==> src/asc_pkg.sv <==
// package: pin map, timing and request types for the async sram host controller
// Function
// - host holds write data valid around the edge of the control ending the write
// - host never drives data pins while the device may be driving them
// - host keeps lane enables steady while the chip is deselected
// - host holds write enable high throughout every read
// - host presents a valid address no later than selects and lane enables activate
package asc_pkg;
  localparam int ASC_AW = 20;
  localparam int ASC_DW = 16;
  localparam int ASC_LANES = 2;
  // times in ns, cycle counts rounded up for a 4 ns clock
  localparam int ASC_CLK_NS = 4;
  localparam int ASC_T_RC_NS = 45;   // read cycle, also address to data
  localparam int ASC_T_PWE_NS = 35;  // write pulse width
  localparam int ASC_T_SD_NS = 25;   // data setup to write end
  localparam int ASC_T_HZ_NS = 18;   // output turn off after oe high
  localparam int ASC_T_WC_NS = 45;   // write cycle
  localparam int ASC_RD_CYC = (ASC_T_RC_NS + ASC_CLK_NS - 1) / ASC_CLK_NS;
  localparam int ASC_WR_CYC = (ASC_T_PWE_NS + ASC_CLK_NS - 1) / ASC_CLK_NS;
  localparam int ASC_HZ_CYC = (ASC_T_HZ_NS + ASC_CLK_NS - 1) / ASC_CLK_NS;
  localparam int ASC_REC_CYC = (ASC_T_WC_NS - ASC_T_PWE_NS + ASC_CLK_NS - 1) / ASC_CLK_NS;
  localparam int ASC_CW = 5;
  localparam logic [ASC_CW-1:0] ASC_CNT_ZERO = 5'h00;
  localparam logic [ASC_CW-1:0] ASC_CNT_ONE = 5'h01;

  // control pins as seen at the device, active levels per pin
  typedef struct packed {
    logic select_active_low;
    logic select_active_high;
    logic write_en_n;
    logic output_en_n;
    logic upper_lane_en_n;
    logic lower_lane_en_n;
  } asc_ctl_t;

  localparam asc_ctl_t ASC_CTL_IDLE = '{1'b1, 1'b0, 1'b1, 1'b1, 1'b1, 1'b1};

  // one host request
  typedef struct packed {
    logic write;
    logic [ASC_AW-1:0] addr;
    logic [ASC_LANES-1:0] lanes;  // bit1 upper, bit0 lower, active high
    logic [ASC_DW-1:0] wdata;
  } asc_req_t;

  typedef enum logic [2:0] {
    ASC_IDLE,
    ASC_RD,
    ASC_RD_OFF,
    ASC_WR,
    ASC_WR_END,
    ASC_REC
  } asc_state_t;
endpackage

==> src/asc_host.sv <==
// host controller driving an asynchronous sram through its pins
`timescale 1ns/10ps
module asc_host
  import asc_pkg::*;
#(
  // bus widths; the lanes are always two, each DW/2 bits wide
  parameter int AW = ASC_AW,
  parameter int DW = ASC_DW,
  // phase lengths in clocks; the counter is ASC_CW bits wide
  parameter int RD_CYC = ASC_RD_CYC,
  parameter int WR_CYC = ASC_WR_CYC,
  parameter int HZ_CYC = ASC_HZ_CYC,
  parameter int REC_CYC = ASC_REC_CYC
)
(
  // clock and reset
  input wire logic i_clk,
  input wire logic i_rst_b,
  // request side
  input wire logic i_req_valid,
  input wire asc_req_t i_req,
  output logic o_req_ready,
  output logic o_rd_valid,
  output logic [DW-1:0] o_rd_data,
  // sram pins
  output asc_ctl_t o_ctl,
  output logic [AW-1:0] o_addr,
  output logic [DW-1:0] o_dq_out,
  output logic [DW-1:0] o_dq_oe,
  input wire logic [DW-1:0] i_dq_in
);
  // sequencer and phase counter
  asc_state_t st_q, st_d;
  logic [ASC_CW-1:0] cnt_q, cnt_d;
  // registered pins
  asc_ctl_t ctl_q, ctl_d;
  logic [AW-1:0] addr_q, addr_d;
  logic [DW-1:0] dout_q, dout_d;
  logic [DW-1:0] oe_q, oe_d;
  logic [ASC_LANES-1:0] lanes_q, lanes_d;
  // request handshake and read return
  logic rdy_q, rdy_d;
  logic rv_q, rv_d;
  logic [DW-1:0] rdat_q, rdat_d;
  logic [DW-1:0] lane_mask;

  // widen lane enables to a per-bit mask
  assign lane_mask = {{(DW/2){lanes_q[1]}}, {(DW/2){lanes_q[0]}}};

  // access plan; every pin is registered so the sram never sees a decode glitch
  // read, from the take edge:
  //   address, both selects, the chosen lanes and output enable go active
  //   together, so the address is never late against the selects;
  //   RD_CYC clocks later (default 12, 48 ns) the data is sampled, the pins
  //   return to idle in one step and o_rd_valid pulses for one clock;
  //   then HZ_CYC clocks pass with the bus untouched, long enough for the
  //   sram to release its drivers before we may be asked to drive them
  // write, from the take edge:
  //   address, both selects, the chosen lanes and write enable go active
  //   with the data, and only the chosen lanes are driven;
  //   write enable rises alone after WR_CYC clocks (default 9, 36 ns), so the
  //   end of the write is always that one edge and the data stands across it;
  //   one clock later the pins idle and our drivers switch off together,
  //   then REC_CYC clocks fill out the rest of the write cycle
  // output enable stays high through every write: the sram can then never
  // fight our drivers, whatever the skew between its enables
  // a request with no lane chosen would never start an access at the sram,
  // so it is left untaken and ready stays high
  // limitation: the phase lengths assume a 4 ns clock and the counter holds
  // at most 31, so recompute them for any other clock
  // lanes that were not chosen read back as zero, since those pins float
  // and may show any level when sampled
  // sequencer next state
  always_comb begin
    st_d = st_q;
    ctl_d = ctl_q;
    addr_d = addr_q;
    dout_d = dout_q;
    oe_d = oe_q;
    cnt_d = cnt_q;
    lanes_d = lanes_q;
    rdy_d = rdy_q;
    rv_d = 1'b0;
    rdat_d = rdat_q;
    case (st_q)
      ASC_IDLE: begin
        if (i_req_valid && rdy_q && (i_req.lanes != 2'h0)) begin
          // address goes out with the selects, never after them
          addr_d = i_req.addr;
          lanes_d = i_req.lanes;
          rdy_d = 1'b0;
          ctl_d.select_active_low = 1'b0;
          ctl_d.select_active_high = 1'b1;
          // lanes only move together with the selects, going active here and idle at the end of the access
          ctl_d.upper_lane_en_n = ~i_req.lanes[1];
          ctl_d.lower_lane_en_n = ~i_req.lanes[0];
          if (i_req.write) begin
            // oe stays high so the device never drives while we do
            ctl_d.output_en_n = 1'b1;
            ctl_d.write_en_n = 1'b0;
            dout_d = i_req.wdata;
            oe_d = {{(DW/2){i_req.lanes[1]}}, {(DW/2){i_req.lanes[0]}}};
            cnt_d = ASC_CW'(WR_CYC);
            st_d = ASC_WR;
          end else begin
            ctl_d.write_en_n = 1'b1;
            ctl_d.output_en_n = 1'b0;
            oe_d = '0;
            cnt_d = ASC_CW'(RD_CYC);
            st_d = ASC_RD;
          end
        end
      end
      ASC_RD: begin
        // pins stand for the whole access time
        if (cnt_q == ASC_CNT_ONE) begin
          // keep only the lanes we enabled
          rdat_d = i_dq_in & lane_mask;
          rv_d = 1'b1;
          ctl_d = ASC_CTL_IDLE;
          cnt_d = ASC_CW'(HZ_CYC);
          st_d = ASC_RD_OFF;
        end else begin
          cnt_d = cnt_q - ASC_CNT_ONE;
        end
      end
      ASC_RD_OFF: begin
        // wait for the device to release the bus before we may drive it
        if (cnt_q == ASC_CNT_ONE) begin
          rdy_d = 1'b1;
          st_d = ASC_IDLE;
        end else begin
          cnt_d = cnt_q - ASC_CNT_ONE;
        end
      end
      ASC_WR: begin
        // write enable held low for the pulse width
        if (cnt_q == ASC_CNT_ONE) begin
          // write enable alone ends the write; data held one more cycle
          ctl_d.write_en_n = 1'b1;
          st_d = ASC_WR_END;
        end else begin
          cnt_d = cnt_q - ASC_CNT_ONE;
        end
      end
      ASC_WR_END: begin
        // data and lanes stay valid across the terminating edge, then release
        oe_d = '0;
        ctl_d = ASC_CTL_IDLE;
        cnt_d = ASC_CW'(REC_CYC);
        st_d = ASC_REC;
      end
      ASC_REC: begin
        // pins idle until the write cycle time is filled
        if (cnt_q <= ASC_CNT_ONE) begin
          rdy_d = 1'b1;
          st_d = ASC_IDLE;
        end else begin
          cnt_d = cnt_q - ASC_CNT_ONE;
        end
      end
      default: begin
        st_d = ASC_IDLE;
      end
    endcase
  end

  // register everything; reset parks the sram deselected with pins released
  always_ff @(posedge i_clk) begin
    if (!i_rst_b) begin
      st_q <= ASC_IDLE;
      ctl_q <= ASC_CTL_IDLE;
      addr_q <= '0;
      dout_q <= '0;
      oe_q <= '0;
      cnt_q <= ASC_CNT_ZERO;
      lanes_q <= '0;
      rdy_q <= 1'b1;
      rv_q <= 1'b0;
      rdat_q <= '0;
    end else begin
      st_q <= st_d;
      ctl_q <= ctl_d;
      addr_q <= addr_d;
      dout_q <= dout_d;
      oe_q <= oe_d;
      cnt_q <= cnt_d;
      lanes_q <= lanes_d;
      rdy_q <= rdy_d;
      rv_q <= rv_d;
      rdat_q <= rdat_d;
    end
  end

  // every output is a flop wired straight to the pin
  assign o_req_ready = rdy_q;
  assign o_rd_valid = rv_q;
  assign o_rd_data = rdat_q;
  assign o_ctl = ctl_q;
  assign o_addr = addr_q;
  assign o_dq_out = dout_q;
  assign o_dq_oe = oe_q;
endmodule // asc_host

==> config.mk <==
export PLATFORM = sky130hd
export DESIGN_NAME = asc_host
export DESIGN_NICKNAME = d
export VERILOG_FILES = /design/src/asc_pkg.sv /design/src/asc_host.sv
export SDC_FILE = /design/constraint.sdc
export NUM_CORES = 1
export LEC_CHECK = 0
export BUFFER_PORTS_ARGS = -buffer_cell sky130_fd_sc_hd__buf_2
export CORE_MARGIN = 2
export CORE_UTILIZATION = 50
export DETAILED_ROUTE_END_ITERATION = 8
export GPL_TIMING_DRIVEN = 0
export PLACE_DENSITY = 0.84
export SETUP_SLACK_MARGIN = 0.1
export SLEW_MARGIN = 20
export SYNTH_ARGS = -nofsm -noshare
export SYNTH_HDL_FRONTEND = slang
export SYNTH_SLANG_ARGS = --single-unit
==> constraint.sdc <==
create_clock -name i_clk -period 5.2 [get_ports i_clk]
set_clock_uncertainty 0.1 [all_clocks]
set_input_delay 0.52 -clock i_clk [delete_from_list [all_inputs] [get_ports i_clk]]
set_output_delay 0.52 -clock i_clk [all_outputs]
set_load 0.02 [all_outputs]
==> key figures, run 1 <==
Setup path
  • Crit path max fanout: 10
  • Worst r2r path cells: 7
  • Crit path max-delay cell type: dfxtp_1
  • CP top delay family: simple AND/OR/NAND/NOR gates
  • Setup crit end kind: register
  • WP depth: 7
  • Critical Path AT: 2.27 ns
  • Critical Path, Cell by Cell: ha_1, nor4b_4, nand2_2, nor2_2, nor2_2, buf_6, a22o_1
  • Crit path largest cell delay: between 0.4 and 0.5 ns
  • CP bufs+invs: 1
  • Critical path class: reg -> reg
  • WP data required: 5.32 ns
  • Crit-path most repeated cell: nor2_2
  • CP startpoint kind: register

Synthesis
  • YS warnings: 0
  • Syn Area/Cell: 8.93 µm²
  • Post-synth EDFFs: 0
  • Synthesized flop and latch total: 72
  • Post-Syn Area: 3050 µm²
  • Top_reg_cell synth: dfxtp_1
  • Cell variety after synth: 56
  • Syn_nets: between 400 and 500
  • Ys async rst share: 0
  • Post-Syn Instances: 341
  • Sequential area share after synthesis: 0.473

Cells and area
  • Fin nets: 545
  • Post-layout instance area: 3980 µm²
  • # diodes: 0
  • Synth-to-Final Area Change: 30.7%
  • Finished Core Util: 0.672
  • Non-filler cells in the finished layout: 563
  • Filler cells: 515
  • Layout cells sized above 1: 0.402

Clock network
  • Bufs on Longest Clock Path: 2
  • Hold_buf cts: 0
  • Clock latency on the worst-skew pair: 0.34 ns
  • TritonCTS buffer count: 9
  • CTS H-tree depth: 3
  • # Post-CTS Setup Buffers: 0
  • CTS tree: built
  • Clock Pin Slew Worst Setup and Hold Paths: roughly 0.07 ns
  • Post-cts sizing count: 0
  • Root Driver: clkbuf_8
  • Sink Count: slightly above 70

Place
  • Placed Instances: 549
  • Post-place setup slack: 3.07 ns
  • # port buffers: approximately 130
  • Area after DPL: 3800 µm²
  • RD Place Congestion: 0.877
  • DP Wirelength: ~5800 µm

Floorplan
  • Die height: ~82 µm
  • Core area: around 6000 µm²
  • Initial Util: 0.514
  • IO Pins: ~130
  • Die span in x: between 80 and 90 µm
  • FP Rows: 28
  • Die ar.: 6730 µm²

STA
  • Unrepaired setup endpoints after global routing: no
  • Final setup violation count: 0
  • Sum Neg Setup Slack: 0 ns
  • Max-slew violations: 0
  • Fmax: 465 MHz
  • Worst slew pin tran: approximately 0.54 ns
  • Relative slew slack: 0.642
  • Post-layout min period: 2.15 ns
  • Period utilisation layout: 0.414
  • Final worst slack: 3.05 ns
  • Final hold vios: 0
  • WHS: 0.293 ns

Global route
  • Tot GR Track Use: 0.231
  • Grt ovf: 0
  • Initial antenna violation count: 0
  • Largest net degree at the start of global routing: 12
  • Vias in the first global route: 2,656
  • First-pass GRT wire length: 11,800 µm

Power and ir drop
  • PwrDens: 381 nW/µm²
  • Leakage Power: 1.87 nW
  • Max VDD drop: 0.229 mV
  • Power, Total: 1.52 mW

Drt
  • Detailed Route Iter0 Violations: 172
  • WL/cell: 14.0 µm
  • DR pass1 iterations: 4
  • Vias: 2,890
  • DRT Wirelength: a little under 8000 µm
  • Residual DRC: 0
  • Post-DR vias/cell: approximately 5.1
  • Final ANT Viol Nets: 0

Job
  • Max Cap Viol: 0

Hold path
  • Min-Delay Path Depth: 2
  • Min-Delay Path Class: in -> reg

Status
  • Outcome: completed
==> logic make-up (layout without fill, tap and decap cells) <==
| logic type | Yosys count | after routing | synth area share |
|---|---|---|---|
| AND/OR/NAND/NOR | 126 | 126 | 0.195 |
| AO/OA/AOI/OAI | 97 | 97 | 0.228 |
| flip-flops | 72 | 72 | 0.473 |
| buffers and inverters | 43 | 190 | 0.0929 |
| adder cells (fa/ha/maj) | 2 | 2 | 0.00822 |
| XOR/XNOR | 1 | 1 | 0.00288 |
==> path summary, 6_finish.rpt <==
kind,slack (ns),to,from
setup / recovery,3.05,o_rd_data[14],cnt_q[0]
hold / removal,0.29,o_rd_data[5],i_dq_in[5]
hold reg to reg,0.35,o_dq_out[10],o_dq_out[10]
setup reg to reg,3.05,o_rd_data[14],cnt_q[0]
==> cells in the mapped netlist (all sizes together) (2+ instances only) <==
master	instances	area [µm²]
a211oi	2	20.0
a21o	2	15.0
a21oi	48	244
a22o	16	140
a2bb2oi	2	17.5
a31oi	2	27.5
and2	2	12.5
buf	32	241
clkbuf	5	18.8
dfxtp	72	1440
ha	2	25.0
inv	6	22.5
nand2	85	322
nand3	5	25.0
nand3b	2	15.0
nor2	14	60.1
nor3	7	62.6
o211ai	4	43.8
o21a	2	15.0
o21ai	5	28.8
o21bai	2	15.0
o22ai	2	26.3
or3	3	18.8
==> registers in the layout (all words and copies together), names as in the netlist <==
register,cells
o_addr,20
o_dq_out,16
o_rd_data,16
o_ctl,6
cnt_q,5
st_q,3
lanes_q,2
o_dq_oe,2
o_rd_valid,1
o_req_ready,1
==> per-layer routing <==
layer | track usage | vias to the layer above | share of wire
met5 | 0 | - | 0
met4 | 0.103 | 0 | 0.014
met3 | 0.0681 | 11 | 0.087
met2 | 0.388 | 129 | 0.46
met1 | 0.273 | 1299 | 0.43
li1 | - | 1451 | -
==> cells in the final DEF, fill, tap and decap left out, types with 2 or more instances in the layout <==
cell type and count:
buf_6 7, a21oi_1 47, dfxtp_1 72, clkbuf_8 9, clkinv_2 2, nor3_4 2, buf_4 15, nand3b_1 2
inv_1 5, clkbuf_1 6, o21a_1 2, a21o_1 2, or3_1 3, nor2_2 3, nand2_1 84, a2bb2oi_1 2
ha_1 2, buf_2 143, o211ai_1 3, nor2_1 11, nand3_1 5, a22o_1 16, o21bai_1 2, and2_1 2
nor3_1 4, o21ai_0 3
==> power breakdown <==
| group | switching (mW) | leakage, nW | internal (mW) |
|---|---|---|---|
| clock network | 0.194 | 0.0880 | 0.215 |
| registers | 0.0434 | 0.586 | 0.603 |
| logic | 0.275 | 1.20 | 0.185 |
==> worst register-to-register path, cell delays in order, from the launching register on <==
cell and delay, ns:
dfxtp_1 0.49, ha_1 0.24, nor4b_4 0.38, nand2_2 0.18, nor2_2 0.15, nor2_2 0.10
buf_6 0.15, a22o_1 0.24
==> cell type report <==
| type | instances | area [µm²] | share of cell area |
|---|---|---|---|
| Sequential cell | 72 | 1440 | 0.362 |
| Multi-Input combinational cell | 226 | 1320 | 0.332 |
| Timing Repair Buffer | 133 | 666 | 0.167 |
| Buffer | 37 | 260 | 0.0654 |
| Clock buffer | 10 | 128 | 0.0321 |
| Tap cell | 75 | 93.8 | 0.0236 |
| Clock inverter | 4 | 47.5 | 0.0119 |
| Inverter | 6 | 22.5 | 0.00566 |
(Power assumes the default switching activity.)
==> inputs of run 2 (changes only) <==
--- a/config.mk
+++ b/config.mk
@@ -7,10 +7,10 @@
 export LEC_CHECK = 0
 export BUFFER_PORTS_ARGS = -buffer_cell sky130_fd_sc_hd__buf_2
 export CORE_MARGIN = 2
-export CORE_UTILIZATION = 50
+export CORE_UTILIZATION = 42
 export DETAILED_ROUTE_END_ITERATION = 8
 export GPL_TIMING_DRIVEN = 0
-export PLACE_DENSITY = 0.84
+export PLACE_DENSITY = 0.75
 export SETUP_SLACK_MARGIN = 0.1
 export SLEW_MARGIN = 20
 export SYNTH_ARGS = -nofsm -noshare
==> constraint.sdc (replaced) <==
create_clock -name i_clk -period 1.9 [get_ports i_clk]
set_clock_uncertainty 0.1 [all_clocks]
set_input_delay 0.19 -clock i_clk [delete_from_list [all_inputs] [get_ports i_clk]]
set_output_delay 0.19 -clock i_clk [all_outputs]
set_load 0.02 [all_outputs]
==> run 2 against run 1 <==
  * Hold slack lost 0.27 ns
  * Via count grew 19%
  * Final area grew 31%
  * Critical path depth grew 1
  * Count of clock-buffer cells in the layout is the same
  * Power grew to 3.3 times the previous value
  * Maximum frequency grew 17%
  * Flip-flop and latch count is the same
  * Die area grew 18%
==> key figures, run 2 (synthesized netlist as in run 1, its figures left out) <==
Place
  • Placed Instances: 573 (+4.4%)
  • RD Place Congestion: 0.883 (+0.70%)
  • Post-place setup slack: -0.131 ns (-3.20 ns)
  • # port buffers: 133 (unchanged)
  • DP Wirelength: 5770 µm (about the same)

Power and ir drop
  • Switching power: 1.70 mW (+230%)
  • Power, Total: 5.07 mW (+230%)
  • PwrDens: 975 nW/µm² (+160%)
  • Leakage Power: 2.42 nW (+29%)
  • Internal: 3.37 mW (+240%)
  • Comb power frac: 0.379 (+0.075)
  • Max VDD drop: 0.628 mV (+170%)
  • Switching fraction of total power: 0.336 (-0.00205)
  • Sequential power share: 0.353 (-0.074)
  • Clock network fraction of design power: 0.269 (about the same)

Hold path
  • Min-Delay Path Class: in -> reg

Setup path
  • Critical path class: reg -> reg
  • WP data required: 2.01 ns (-3.31 ns)
  • CP startpoint kind: register
  • Crit path max fanout: 6 (-4)
  • Critical Path AT: 1.95 ns (-0.32 ns)
  • Setup crit end kind: register

STA
  • Period utilisation layout: 0.968 (+0.554)
  • Final hold vios: 0 (unchanged)
  • Sum Neg Setup Slack: 0 ns (unchanged)
  • Max-slew violations: 0 (unchanged)
  • Unrepaired setup endpoints after global routing: yes
  • Relative slew slack: 0.636 (-0.00620)
  • Final worst slack: 0.0606 ns (-2.99 ns)
  • Fmax: 544 MHz (+17%)
  • Worst slew pin tran: 0.547 ns (+0.00931 ns)
  • Post-layout min period: 1.84 ns (-0.311 ns)
  • Final setup violation count: 0 (unchanged)

Cells and area
  • Commonest non-fill, non-tap cell in the layout: buf_2
  • Fin nets: 633 (+16%)
  • Non-filler cells in the finished layout: 677 (+20%)
  • Layout cells sized above 1: 0.464 (+0.0620)
  • Finished Core Util: 0.729 (+0.0573)
  • Synth-to-Final Area Change: 71.0%
  • Most frequent cells in the layout: 136 x buf_2, 75 x nand2_1, 68 x dfxtp_1
  • Number of flip-flops in the largest register: 20 (unchanged)
  • # diodes: 0 (unchanged)

Drt
  • Detailed Route Iter0 Violations: 195 (+13%)
  • Residual DRC: 0 (unchanged)
  • Post-DR vias/cell: 5.06 (-1.4%)
  • Vias: 3,428 (+19%)
  • Final ANT Viol Nets: 0 (unchanged)
  • DR pass1 iterations: 5 (+1)
  • DRT Wirelength: 10,700 µm (+36%)
  • WL/cell: 15.7 µm (+13%)

Clock network
  • CTS H-tree depth: 3 (unchanged)
  • Root Driver: clkbuf_8
  • Bufs on Longest Clock Path: 2 (unchanged)
  • TritonCTS buffer count: 9 (unchanged)
  • Clock Pin Slew Worst Setup and Hold Paths: 0.08 ns (about the same)
  • Clock latency on the worst-skew pair: 0.34 ns (about the same)
  • CTS tree: built
  • Sink Count: 72 (unchanged)

Global route
  • Largest net degree at the start of global routing: 14 (+2)
  • Vias in the first global route: 3,175 (+20%)
  • First-pass GRT wire length: 14,600 µm (+23%)
  • Tot GR Track Use: 0.237 (+0.00532)
  • Grt ovf: 0 (unchanged)
  • Initial antenna violation count: 0 (unchanged)

Floorplan
  • FP Rows: 31 (+11%)
  • Die ar.: 7950 µm² (+18%)
  • Initial Util: 0.427 (-0.0877)
  • IO Pins: 134 (unchanged)
  • Core area: 7140 µm² (+21%)
  • Die height: 89.2 µm (+8.7%)
  • Die span in x: 89.2 µm (+8.7%)

Job
  • Max Cap Viol: 0 (unchanged)

Status
  • Outcome: completed
## run 2: metrics by stage
stage          hold slack, ns  instance area [µm²]
5_1_grt                0.0154                 5210
2_1_floorplan           0.171                 3050
3_3_place_gp            0.308                 3840
3_5_place_dp            0.305                 3840
6_report               0.0269                 5210
4_1_cts               0.00447                 4780
## run 2: area by class of cell
type | instances | area, µm²
inverters | 6 | 25.0
plain buffers | 37 | 312
flip-flops and latches | 72 | 1450
repair buffers | 220 | 1550
fillers | 498 | 1930
clock buffers | 10 | 138
well taps | 99 | 124
multi-input cells | 227 | 1510
clock inverters | 6 | 91.3
## run 2: worst max-delay path, cell delays in order (launching register included)
cell and delay [ns]:
dfxtp_2 0.32, buf_6 0.11, or2_1 0.23, buf_6 0.14
or3_4 0.35, buf_8 0.16, clkbuf_16 0.17, nand2_1 0.07
a21oi_1 0.06
## run 2: worst paths after layout
check | start | end | slack [ns] | depth (start not counted)
hold reg to reg | o_dq_out[9] | o_dq_out[9] | 0.36 | 2
setup / recovery | st_q[2] | o_addr[17] | 0.06 | 8
hold / removal | i_req[17] | o_ctl[1] | 0.03 | 2
setup reg to reg | st_q[2] | o_addr[17] | 0.06 | 8
## run 2: per-layer routing
layer	vias up	routed length [µm]	global-route usage
met3	17	786	0.0646
met5	-	0	0
met2	162	5620	0.431
met4	0	169	0.0773
met1	1614	4080	0.266
li1	1635	-	-
## run 2: power by group through the flow
stage | clock network, mW | logic (mW) | registers (mW)
2_1_floorplan | 0 | 0.812 | 1.89
3_3_place_gp | 0 | 1.23 | 1.79
3_5_place_dp | 0 | 1.25 | 1.80
4_1_cts | 1.39 | 1.52 | 1.77
5_1_grt | 1.46 | 2.05 | 1.80
6_report | 1.36 | 1.92 | 1.79
## run 2: repair_timing
action                                  in CTS  in global routing
endpoints found under the hold margin       53                  0
pin swaps                                    4                 39
hold buffers                                53                  0
endpoints found under the setup margin      58                 59
gates cloned                                 2                  3
buffers inserted                            11                 19
gates resized for setup                     19                 56
==> inputs of run 3 (changes only) <==
--- a/config.mk
+++ b/config.mk
@@ -11,6 +11,7 @@
 export DETAILED_ROUTE_END_ITERATION = 8
 export GPL_TIMING_DRIVEN = 0
 export PLACE_DENSITY = 0.75
+export RECOVER_POWER = 100
 export SETUP_SLACK_MARGIN = 0.1
 export SLEW_MARGIN = 20
 export SYNTH_ARGS = -nofsm -noshare
==> run 3 against run 2 <==
  * Clock power is essentially flat
  * First-iteration DRC count up 10%
  * Die area is the same
  * Largest power group unchanged
  * Largest cell class unchanged
  * Highest routed layer unchanged
==> key figures, run 3 (synthesized netlist as in run 1, its figures left out) <==
Status
  • Outcome: completed

Cells and area
  • Commonest non-fill, non-tap cell in the layout: nand2_1
  • Fin nets: 633 (unchanged)
  • Post-layout instance area: 5130 µm² (-1.5%)
  • # diodes: 0 (unchanged)
  • Non-filler cells in the finished layout: 677 (unchanged)
  • Finished Core Util: 0.719 (-0.0109)
  • Synth-to-Final Area Change: 68.4%
  • Number of flip-flops in the largest register: 20 (unchanged)
  • Most frequent cells in the layout: 75 x nand2_1, 74 x buf_2, 68 x dfxtp_1
  • Filler cells: 535 (+7.4%)
  • Layout cells sized above 1: 0.356 (-0.107)

STA
  • Post-layout min period: 1.85 ns (+0.00705 ns)
  • WHS: 0.0273 ns (+0.000394 ns)
  • Worst slew pin tran: 0.548 ns (+0.00106 ns)
  • Relative slew slack: 0.635 (-0.000704)
  • Max-slew violations: 0 (unchanged)
  • Unrepaired setup endpoints after global routing: yes
  • Final hold vios: 0 (unchanged)
  • Period utilisation layout: 0.972 (+0.00371)
  • Fmax: 542 MHz (-0.38%)
  • Final setup violation count: 0 (unchanged)

Clock network
  • CTS tree: built
  • TritonCTS buffer count: 9 (unchanged)
  • CTS H-tree depth: 3 (unchanged)
  • Root Driver: clkbuf_8
  • Bufs on Longest Clock Path: 2 (unchanged)
  • Clock Pin Slew Worst Setup and Hold Paths: 0.08 ns (about the same)
  • Sink Count: 72 (unchanged)
  • Clock latency on the worst-skew pair: 0.34 ns (about the same)

Setup path
  • Crit path largest cell delay: 0.35 ns (about the same)
  • R2r setup slk: 0.05 ns (about the same)
  • CP top delay family: simple AND/OR/NAND/NOR gates
  • Setup crit end kind: register
  • Crit-path most repeated cell: buf_6
  • CP startpoint kind: register
  • Critical Path AT: 1.95 ns (about the same)
  • Worst Setup SP: st_q[2]
  • WP data required: 2.01 ns (about the same)
  • Crit path max fanout: 6 (unchanged)
  • Crit path max-delay cell type: or3_4
  • Critical Path, Cell by Cell: buf_6, or2_1, buf_6, or3_4, buf_8, clkbuf_16, nand2_1, a21oi_1
  • Critical path class: reg -> reg
  • Worst reg2reg startpoint: st_q[2]
  • CP bufs+invs: 4 (unchanged)

Floorplan
  • FP Rows: 31 (unchanged)
  • Core area: 7140 µm² (unchanged)
  • Die height: 89.2 µm (unchanged)
  • Die ar.: 7950 µm² (unchanged)
  • Initial Util: 0.427 (unchanged)
  • Die span in x: 89.2 µm (unchanged)
  • IO Pins: 134 (unchanged)

Global route
  • Tot GR Track Use: 0.237 (unchanged)
  • First-pass GRT wire length: 14,600 µm (unchanged)
  • Grt ovf: 0 (unchanged)
  • Vias in the first global route: 3,175 (unchanged)
  • Initial antenna violation count: 0 (unchanged)
  • Largest net degree at the start of global routing: 14 (unchanged)

Power and ir drop
  • PwrDens: 984 nW/µm² (+0.96%)
  • Power, Total: 5.05 mW (-0.55%)
  • Leakage Power: 2.17 nW (-10%)
  • Max VDD drop: 0.619 mV (-1.4%)

Drt
  • Final ANT Viol Nets: 0 (unchanged)
  • WL/cell: 15.7 µm (-0.33%)
  • Post-DR vias/cell: 5.04 (-0.55%)
  • DR pass1 iterations: 5 (unchanged)
  • Vias: 3,409 (-0.55%)
  • Residual DRC: 0 (unchanged)
  • Detailed Route Iter0 Violations: 215 (+10%)
  • DRT Wirelength: 10,600 µm (-0.33%)

Place
  • RD Place Congestion: 0.883 (unchanged)
  • Area after DPL: 3840 µm² (unchanged)
  • DP Wirelength: 5770 µm (unchanged)
  • Placed Instances: 573 (unchanged)
  • # port buffers: 133 (unchanged)

Hold path
  • Min-Delay Path Class: in -> reg
  • Hold_sp: i_req[17]

Job
  • Max Cap Viol: 0 (unchanged)
-- run 3: cell types whose count changed in the layout (fill, tap and decap cells not counted), sizes merged --
cell / change
buf: -62
clkbuf: +62
-- run 3: where the power goes --
group | total, mW | internal, mW | switching, mW | leakage [nW]
Combinational | 1.89 | 0.902 | 0.990 | 1.46
Sequential | 1.79 | 1.66 | 0.133 | 0.588
Clock | 1.36 | 0.782 | 0.579 | 0.117
Total | 5.05 | 3.34 | 1.70 | 2.17
-- run 3: layout make-up --
| cell class | instances | area [µm²] | area share |
|---|---|---|---|
| Buffer | 37 | 312 | 0.0607 |
| Clock buffer | 10 | 138 | 0.0268 |
| Clock inverter | 6 | 91.3 | 0.0178 |
| Inverter | 6 | 25.0 | 0.00488 |
| Multi-Input combinational cell | 227 | 1510 | 0.295 |
| Sequential cell | 72 | 1450 | 0.283 |
| Tap cell | 99 | 124 | 0.0242 |
| Timing Repair Buffer | 220 | 1470 | 0.287 |
-- run 3: per-layer routing --
layer,wire (µm),track usage,up-vias
met5,0,0,-
met4,160,0.0773,0
met3,759,0.0646,14
met2,5630,0.431,150
met1,4070,0.266,1613
li1,-,-,1632
-- run 3: through the flow --
step / setup TNS [ns] / setup slack [ns]
final: 0 / 0.0536
after global routing: -0.00155 / -0.00155
after global placement: -1.24 / -0.105
after floorplan: 0 / 0.122
after detailed placement: -1.81 / -0.131
after CTS: 0 / 0.100
-- run 3: path summary, 6_finish.rpt --
path            endpoint  cells after the start
max reg2reg   o_addr[17]                      8
min             o_ctl[1]                      2
min reg2reg  o_dq_out[9]                      2
max           o_addr[17]                      8
-- run 3: timing repair --
item | in CTS | in global routing
endpoints found under the setup margin | 58 | 59
resized for setup | 19 | 56
hold buffers | 53 | 0
endpoints found under the hold margin | 53 | 0
cloned | 2 | 3
pin swaps | 4 | 39
buffers inserted | 11 | 19
